`config.mk`:
```
export PLATFORM = sky130hd
export DESIGN_NAME = tpio_top
export DESIGN_NICKNAME = d
export VERILOG_FILES = /design/src/hw/tpio_pkg.sv /design/src/hw/tpio_pin_bank.sv /design/src/hw/tpio_top.sv
export SDC_FILE = /design/constraint.sdc
export NUM_CORES = 1
export LEC_CHECK = 0
export ABC_AREA = 1
export BUFFER_PORTS_ARGS = -buffer_cell sky130_fd_sc_hd__buf_2
export CELL_PAD_IN_SITES_DETAIL_PLACEMENT = 0
export CELL_PAD_IN_SITES_GLOBAL_PLACEMENT = 1
export CORE_ASPECT_RATIO = 0.6
export CORE_MARGIN = 2
export CORE_UTILIZATION = 42
export CTS_BUF_LIST = sky130_fd_sc_hd__clkbuf_8
export CTS_CLUSTER_DIAMETER = 60
export DETAILED_ROUTE_END_ITERATION = 16
export HOLD_SLACK_MARGIN = 0.12
export PLACE_DENSITY = 0.82
export SYNTH_ARGS = -nofsm -noshare
export SYNTH_HDL_FRONTEND = slang
export SYNTH_SLANG_ARGS = --single-unit
```
`constraint.sdc`:
```
create_clock -name clk -period 1.1 [get_ports clk]
set_input_delay 0.055 -clock clk [delete_from_list [all_inputs] [get_ports clk]]
set_output_delay 0.055 -clock clk [all_outputs]
set_load 0.005 [all_outputs]
```
`src/hw/tpio_pkg.sv`:
```
package tpio_pkg;

  // register offsets on the plain software port
  localparam logic [5:0] TPIO_OFS_FIRST_DATA  = 6'h1b;
  localparam logic [5:0] TPIO_OFS_FIRST_CTRL  = 6'h1a;
  localparam logic [5:0] TPIO_OFS_FIRST_PINS  = 6'h19;
  localparam logic [5:0] TPIO_OFS_INPUT_PINS  = 6'h16;
  localparam logic [5:0] TPIO_OFS_THIRD_DATA  = 6'h12;
  localparam logic [5:0] TPIO_OFS_THIRD_DIR   = 6'h11;
  localparam logic [5:0] TPIO_OFS_THIRD_PINS  = 6'h10;
  localparam logic [5:0] TPIO_OFS_PULLUP_CTRL = 6'h07;

  // widths
  localparam int TPIO_ADDR_W  = 6;
  localparam int TPIO_DATA_W  = 8;
  localparam int TPIO_FIRST_W = 4;
  localparam int TPIO_WIDE_W  = 8;

  // field positions
  localparam int TPIO_LED_BIT       = 2;
  localparam int TPIO_HC_BIT        = 2;
  localparam int TPIO_COMMON_PU_BIT = 7;

  // bits of the first port that are bidirectional (all but the led line)
  localparam logic [3:0] TPIO_FIRST_BIDIR_MASK = 4'hb;

  // reset values
  localparam logic [3:0] TPIO_FIRST_DATA_RST = 4'h0;
  localparam logic [3:0] TPIO_FIRST_CTRL_RST = 4'h0;
  localparam logic [7:0] TPIO_THIRD_DATA_RST = 8'h00;
  localparam logic [7:0] TPIO_THIRD_DIR_RST  = 8'h00;
  localparam logic       TPIO_COMMON_PU_RST  = 1'b0;
  localparam logic [7:0] TPIO_RDATA_RST      = 8'h00;

  // register-port request carried as one bundle
  typedef struct packed {
    logic [5:0] addr;
    logic [7:0] wdata;
    logic       wr;
    logic       rd;
  } tpio_req_t;

  // software-visible state of the top module
  typedef struct packed {
    logic [3:0] first_data;
    logic [3:0] first_ctrl;
    logic [7:0] third_data;
    logic [7:0] third_dir;
    logic       common_pu;
    logic [7:0] rdata;
  } tpio_regs_t;

  localparam tpio_regs_t TPIO_REGS_RST = '{
    first_data: TPIO_FIRST_DATA_RST,
    first_ctrl: TPIO_FIRST_CTRL_RST,
    third_data: TPIO_THIRD_DATA_RST,
    third_dir:  TPIO_THIRD_DIR_RST,
    common_pu:  TPIO_COMMON_PU_RST,
    rdata:      TPIO_RDATA_RST
  };

endpackage : tpio_pkg

```
`src/hw/tpio_pin_bank.sv`:
```
`timescale 1ns/1ps
module tpio_pin_bank
  import tpio_pkg::*;
#(
  parameter int W = 8
) (
  input  wire logic         clk,
  input  wire logic         ce,
  input  wire logic         reset,
  input  wire logic         ext_reset_n,
  input  wire logic [W-1:0] dir,
  input  wire logic [W-1:0] data,
  input  wire logic [W-1:0] pu_req,
  input  wire logic [W-1:0] pin_in,
  output logic      [W-1:0] pin_oe,
  output logic      [W-1:0] pin_out,
  output logic      [W-1:0] pin_pu,
  output logic      [W-1:0] pin_sampled
);

  typedef struct packed {
    logic [W-1:0] oe;
    logic [W-1:0] o;
    logic [W-1:0] pu;
    logic [W-1:0] smp;
  } tpio_bank_state_t;

  tpio_bank_state_t st_reg;
  tpio_bank_state_t st_next;

  ////////////////////////////////////////////////////////////////////////////
  // next pin drive, pull-up and sample
  always_comb begin
    st_next    = st_reg;
    st_next.oe = dir;
    st_next.o  = data & dir;
    st_next.pu = pu_req & ~dir;
    st_next.smp = pin_in;
  end

  ////////////////////////////////////////////////////////////////////////////
  // external reset clears drive with no clock edge needed
  // async tri-state
  always_ff @(posedge clk or negedge ext_reset_n) begin
    if (!ext_reset_n) begin
      st_reg <= '0;
    end else if (reset) begin
      st_reg <= '0;
    end else if (ce) begin
      st_reg <= st_next;
    end
  end

  assign pin_oe      = st_reg.oe;
  assign pin_out     = st_reg.o;
  assign pin_pu      = st_reg.pu;
  assign pin_sampled = st_reg.smp;

endmodule : tpio_pin_bank

```
`src/hw/tpio_top.sv`:
```
// Functional notes
// - four-line first port, bit 2 output-only
// - first port bits 3,1,0 bidirectional, own pull-ups
// - either reset tri-states every pin; only the external reset is clockless
// - eight input lines, one common pull-up select
// - enabled special function kills that pull-up
// - eight bidirectional third-port lines, per-bit pull-ups
// - low external reset acts without clock
`timescale 1ns/1ps
module tpio_top
  import tpio_pkg::*;
(
  input  wire logic                    clk,
  input  wire logic                    ce,
  input  wire logic                    reset,
  input  wire logic                    ext_reset_n,
  input  wire tpio_req_t               req,
  output logic      [TPIO_DATA_W-1:0]  rdata,
  input  wire logic [TPIO_FIRST_W-1:0] first_port_lines_in,
  output logic      [TPIO_FIRST_W-1:0] first_port_lines_out,
  output logic      [TPIO_FIRST_W-1:0] first_port_lines_oe,
  output logic      [TPIO_FIRST_W-1:0] first_port_lines_pu,
  output logic                         led_sink_output_line_hc,
  input  wire logic [TPIO_WIDE_W-1:0]  input_only_port_lines_in,
  input  wire logic [TPIO_WIDE_W-1:0]  input_only_special_en,
  output logic      [TPIO_WIDE_W-1:0]  input_only_port_lines_pu,
  input  wire logic [TPIO_WIDE_W-1:0]  third_port_lines_in,
  output logic      [TPIO_WIDE_W-1:0]  third_port_lines_out,
  output logic      [TPIO_WIDE_W-1:0]  third_port_lines_oe,
  output logic      [TPIO_WIDE_W-1:0]  third_port_lines_pu
);

  tpio_regs_t st_reg;
  tpio_regs_t st_next;

  logic [TPIO_FIRST_W-1:0] first_dir;
  logic [TPIO_FIRST_W-1:0] first_pu_req;
  logic [TPIO_FIRST_W-1:0] first_sampled;
  logic [TPIO_WIDE_W-1:0]  input_pu_req;
  logic [TPIO_WIDE_W-1:0]  input_sampled;
  logic [TPIO_WIDE_W-1:0]  third_sampled;

  ////////////////////////////////////////////////////////////////////////////
  // first port steering
  always_comb begin
    first_dir = st_reg.first_ctrl & TPIO_FIRST_BIDIR_MASK;
    first_dir[TPIO_LED_BIT] = 1'b1;
    first_pu_req = st_reg.first_data & TPIO_FIRST_BIDIR_MASK;
  end

  ////////////////////////////////////////////////////////////////////////////
  // input-only port pull-ups: one select, masked by special functions
  always_comb begin
    input_pu_req = {TPIO_WIDE_W{st_reg.common_pu}};
    input_pu_req = input_pu_req & ~input_only_special_en;
  end

  ////////////////////////////////////////////////////////////////////////////
  // register writes and registered read data
  always_comb begin
    st_next = st_reg;
    if (req.wr) begin
      case (req.addr)
        TPIO_OFS_FIRST_DATA:  st_next.first_data = req.wdata[TPIO_FIRST_W-1:0];
        TPIO_OFS_FIRST_CTRL:  st_next.first_ctrl = req.wdata[TPIO_FIRST_W-1:0];
        TPIO_OFS_THIRD_DATA:  st_next.third_data = req.wdata;
        TPIO_OFS_THIRD_DIR:   st_next.third_dir  = req.wdata;
        TPIO_OFS_PULLUP_CTRL: st_next.common_pu  = req.wdata[TPIO_COMMON_PU_BIT];
        default:              st_next.common_pu  = st_reg.common_pu; // pin and unmapped writes ignored
      endcase
    end
    // read data only meaningful in the cycle after the strobe
    st_next.rdata = '0;
    if (req.rd) begin
      case (req.addr)
        TPIO_OFS_FIRST_DATA:  st_next.rdata = {4'h0, st_reg.first_data};
        TPIO_OFS_FIRST_CTRL:  st_next.rdata = {4'h0, st_reg.first_ctrl};
        // sampled pin levels; led line has no input
        TPIO_OFS_FIRST_PINS:  st_next.rdata = {4'h0, first_sampled & TPIO_FIRST_BIDIR_MASK};
        TPIO_OFS_INPUT_PINS:  st_next.rdata = input_sampled;
        TPIO_OFS_THIRD_DATA:  st_next.rdata = st_reg.third_data;
        TPIO_OFS_THIRD_DIR:   st_next.rdata = st_reg.third_dir;
        TPIO_OFS_THIRD_PINS:  st_next.rdata = third_sampled;
        TPIO_OFS_PULLUP_CTRL: st_next.rdata = {st_reg.common_pu, 7'h00};
        default:              st_next.rdata = '0;
      endcase
    end
  end

  ////////////////////////////////////////////////////////////////////////////
  // control state; external reset needs no clock edge
  // low level resets
  always_ff @(posedge clk or negedge ext_reset_n) begin
    if (!ext_reset_n) begin
      st_reg <= TPIO_REGS_RST;
    end else if (reset) begin
      st_reg <= TPIO_REGS_RST;
    end else if (ce) begin
      st_reg <= st_next;
    end
  end

  assign rdata                   = st_reg.rdata;
  // high-current mode is a flop, so it too drops at once on reset
  assign led_sink_output_line_hc = st_reg.first_ctrl[TPIO_HC_BIT];

  ////////////////////////////////////////////////////////////////////////////
  // pin banks; every pad control but the led high-current select leaves from a flop there
  // tri-state on reset
  tpio_pin_bank #(.W(TPIO_FIRST_W)) u_first (
    .clk         (clk),
    .ce          (ce),
    .reset       (reset),
    .ext_reset_n (ext_reset_n),
    .dir         (first_dir),
    .data        (st_reg.first_data),
    .pu_req      (first_pu_req),
    .pin_in      (first_port_lines_in),
    .pin_oe      (first_port_lines_oe),
    .pin_out     (first_port_lines_out),
    .pin_pu      (first_port_lines_pu),
    .pin_sampled (first_sampled)
  );

  // input-only bank: direction tied low, so its drive stays off
  tpio_pin_bank #(.W(TPIO_WIDE_W)) u_input (
    .clk         (clk),
    .ce          (ce),
    .reset       (reset),
    .ext_reset_n (ext_reset_n),
    .dir         ('0),
    .data        ('0),
    .pu_req      (input_pu_req),
    .pin_in      (input_only_port_lines_in),
    .pin_oe      (),
    .pin_out     (),
    .pin_pu      (input_only_port_lines_pu),
    .pin_sampled (input_sampled)
  );

  tpio_pin_bank #(.W(TPIO_WIDE_W)) u_third (
    .clk         (clk),
    .ce          (ce),
    .reset       (reset),
    .ext_reset_n (ext_reset_n),
    .dir         (st_reg.third_dir),
    .data        (st_reg.third_data),
    .pu_req      (st_reg.third_data),
    .pin_in      (third_port_lines_in),
    .pin_oe      (third_port_lines_oe),
    .pin_out     (third_port_lines_out),
    .pin_pu      (third_port_lines_pu),
    .pin_sampled (third_sampled)
  );

endmodule : tpio_top

```
Word level (Yosys, flattened, before mapping)
Index checks and enable logic that the tools add are counted.
Word-level totals
  memories kept: 0
  bits in registers: 97
  input port bits: 48
  bits in read-only memories: 0
  output and inout port bits: 53
  memory bits (writable): 0
  latch bits: 0
Operators by class
  shifts and indexed selects: 0
  bitwise operators: 8
  mux-type cells: 16
  magnitude comparators: 0
  equal/unequal tests: 8
  add/sub/neg operators: 0
  reduce and logical (&&, ||, !) cells: 12
  divide/modulo/power cells: 0
  multipliers: 0
Operators with widths (number)
  $mux W33: 2
  $mux W16: 4
  $mux W32: 2
  $pmux W8 S8: 1
  $eq A6 B5 Y1 const B: 7
  $mux W25: 1
  $and A8 B8 Y8: 3
  $mux W8: 3
  $not A8 Y8: 2
  $reduce_and A3 Y1: 5
  $reduce_bool A2 Y1: 7
  $and A4 B4 Y4: 2
  $mux W4: 2
  $eq A6 B3 Y1 const B: 1
  $not A4 Y4: 1
  $mux W1: 1

Longest topological paths before layout
  depth in word-level cells: 5
  gate-level depth with buffers: 10
  gate-level depth less buffers: 9

Cells and area by module
Synthesis repeated with hierarchy kept, for this count alone.
Second synthesis, totals
  cell total of the unflattened synthesis: 677
  area total of the unflattened synthesis: 5377.7 µm²
Modules (own cells, without submodules)
  tpio_pin_bank at u_input ...: cells each 154, sequential area each 800.8 µm², instances 2, area an instance 1327.5 µm²
  tpio_top: cells each 292, sequential area each 825.8 µm², instances 1, area an instance 2050.7 µm²
  tpio_pin_bank at u_first: cells each 77, sequential area each 400.4 µm², instances 1, area an instance 671.9 µm²

Worst setup path before layout
OpenSTA, ideal clock, no wires.
  kind: input to register
  start point: in req[15] (netlist name)
  end point: reg st_reg[16] (netlist name)
  data arrival time: 0.885 ns
  data required time: 0.980 ns
  path slack: 0.095 ns
  stages: 9
  setup time: 0.120 ns
  path through: inv_1 > nand2_4 > nor2_8 > nand2_1 > nor2_2 > nor2_4 > buf_6 > nand2_1 > o21ai_2
Between the ends
  word-level cells in the longest chain between the ends: 3
Ends and longest elaborated chain
  from (decl): line tpio_top.sv:17  | input wire tpio_req_t req,
  $eq A6 B5 Y1: line tpio_top.sv:63  | case (req.addr)
  $reduce_bool A2 Y1 (no line)
  $reduce_and A3 Y1 (no line)
  to (signal assigned): line tpio_top.sv:99  | st_reg <= st_next;
  to (decl): line tpio_top.sv:33  | tpio_regs_t st_reg;
No other way between the ends.
A chain may end at the register's enable or synchronous reset.

Final worst setup path
  start point: reg st_reg, in the netlist first_pu_req[3]
  end point: reg st_reg, in the netlist rdata[3]
Between the ends
  word-level cells in the longest chain between the ends: 4
Ends and longest elaborated chain
  $pmux W8 S8: line tpio_top.sv:75  | case (req.addr)
  $mux W8: line tpio_top.sv:74  | if (req.rd) begin
  $mux W33: line tpio_top.sv:98  | end else if (ce) begin
  $mux W33: line tpio_top.sv:96  | end else if (reset) begin
No other way between the ends. The select of a mux whose other input is x is not followed.

==> key figures <==
Die
  • Die Ht: 82.8 um
  • Initial core utilization: 43.6%
  • Die area: 0.0112 mm2
  • Overall die width: 135 um
  • IO Count: 101
  • # rows: 28
  • Core area: 0.00998 mm2

GRT
  • First-pass GRT wire length: 18900 um
  • Grt met3 use: 5.62%
  • Initial antenna violation count: 1
  • Met2 usage: 32.1%
  • Number of global-route vias before repair: 3686
  • Grt ovf: 0
  • GRT Total Usage: 21.8%
  • GRT met1 Usage: 32.4%
  • GRT busiest layer: met1
  • Largest net degree at the start of global routing: 49

Final layout
  • Most frequent cells in the layout: nand2_1, buf_2, dfrtp_1
  • Share of post-route cells with drive strength above 1: 32.4%
  • Max reg flops: 18
  • Fin cells: 760
  • Most common cell after layout, fill and taps aside: nand2_1
  • Final nets: 667
  • Area added between synthesis and finish: 33.9%

Clock tree
  • Hold buffer count at CTS: 39
  • Clock slew at reported path FFs: 0.10 ns
  • Post-CTS setup buffer count: 0
  • Clock root buffer master: clkbuf_8
  • CTS tree: done
  • CTS max path bufs: 2
  • # H-tree levels: 3
  • Worst skew pair latency: 0.37 ns
  • CTS Sinks: 95
  • Num CTS Buffers: 9

Place
  • Pre-CTS setup slack: -0.0728 ns
  • Inst Count DP: 704
  • Routability cong.: 0.848
  • PortBufs: 98
  • Hpwl dp: 8910 um

STA
  • Post-layout min period: 1.01 ns
  • RSZ-0062 raised after global routing: false
  • Slew Viols, Final: 0
  • Final setup margin: 0.0941 ns
  • Clock Skew: 0.0147 ns
  • Finish-stage setup viols: 0
  • FMAX: 994 MHz
  • Final Hold Viols: 0
  • Setup TNS: 0 ns
  • Crit share post-route: 91.4%

Setup path
  • R2R Path End: rdata[3]$_DFFE_PN0P_
  • WS Path Type: register to register
  • WP data arrival: 1.28 ns
  • Required @ worst endpoint: 1.37 ns
  • Reg2reg start: first_pu_req[3]$_DFFE_PN0P_
  • R2R depth: 6
  • Setup crit end kind: register
  • R2R setup slack: 0.09 ns
  • Worst-path fanout max: 4
  • CP startpoint kind: register

Flow run
  • Max_cap viols: 0

Drt
  • Vias per std cell: 5.01
  • Initial detailed-routing violation count: 217
  • DRT antenna net count: 0
  • Via count: 3807
  • Post-Route WL: 11700 um
  • 1st-pass router iterations: 4
  • WL/cell: 15.5 um
  • Remaining DRCs: 0

Power
  • Maximum vdd drop: 0.643 mV
  • Pleak: 0.00304 uW
  • Pwr dens: 1220 mW/mm2
  • Total power: 7130 uW

Yosys
  • Synth Register Bits: 95
  • Number of distinct library cells after synthesis: 27
  • Avg Cell Area, Syn: 9.48 um2
  • Post-Syn Nets: 507
  • Area contributors post-synth: dfrtp_1, nand2_1, a32o_1
  • Mapped Area: 0.00435 mm2
  • Area share of the leading cell type in the synthesized netlist: 54.6%
  • Share of the yosys chip area belonging to registers: 54.6%
  • Ys Warns: 0
  • Area leader, netlist: dfrtp_1
  • Mapped Cells: 459

Run status
  • Outcome: finished, final reports clean

Hold path
  • Worst hold path type: input pin to async pin
## how the worst max path moves through the flow
stage | start | to | slack, ns | cells past startpoint
finish | first_pu_req[3]$_DFFE_PN0P_ | rdata[3]$_DFFE_PN0P_ | 0.09 | 6
CTS | first_dir[0]$_DFFE_PN0P_ | rdata[0]$_DFFE_PN0P_ | 0.05 | 6
global route | st_reg[8]$_DFFE_PN0P_ | u_input.pin_pu[4]$_DFFE_PN0P_ | 0.004 | 2
global placement | req[15] | st_reg[10]$_DFFE_PN0P_ | -0.04 | 10
detailed placement | req[10] | first_pu_req[3]$_DFFE_PN0P_ | -0.07 | 8
floorplan | req[15] | st_reg[16]$_DFFE_PN0P_ | 0.09 | 9
## timing repair
action	4_1_cts	5_1_grt
hold endpoints to repair	152	15
resized for setup	0	2
endpoints found under the setup margin	0	1
## synthesized netlist by cell type (all sizes together)
master / instances
inv: 37
o31ai: 3
o21ai: 50
buf: 23
nand2: 130
nand3: 34
nor2: 40
clkinv: 1
or2: 1
dfrtp: 95
conb: 1
a22o: 14
nand4: 6
a32o: 19
clkbuf: 5
## per-stage QoR
step                instance area, um2  util [%]  hold WS, ns
finish                            5830      58.3       0.0880
global route                      5820      58.3       0.0840
CTS                               5820      58.3       0.0798
detailed placement                5230      52.4      -0.0558
global placement                  5230      52.4      -0.0600
floorplan                         4350         -       -0.241
## layout make-up
class / instances / area (um2)
fill: 904 / 4160
sequential: 95 / 2380
multi-input combinational: 298 / 1660
timing repair buffer: 177 / 1270
tap: 135 / 169
inverter: 38 / 143
clock buffer: 9 / 124
clock inverter: 7 / 78.8
antenna: 1 / 2.50
## worst max-delay path: stages (launching register included)
cell,delay [ns]
dfrtp_1,0.43
nand3_1,0.10
nand2_1,0.05
nor2_1,0.14
nand2_1,0.09
nand2_1,0.06
nand2_1,0.04
## where the power goes
part	internal, uW	switching [uW]
Clock	1080	1330
Sequential	3640	135
Combinational	438	507
## kinds of logic after synthesis
group	count (synthesis)	synth area share, %
other	1	0.0862
and+or+nand+nor	211	22.5
DFF	95	54.6
buffers and inverters	66	7.45
AOI/OAI and AO/OA	86	15.4
## metal layers
metal,share of wire [%],vias up
li1,-,1845
met1,50,1840
met2,43,110
met3,6.6,12
met4,0.97,0
met5,0,-
No activity file was read; power rests on OpenSTA's default activity.
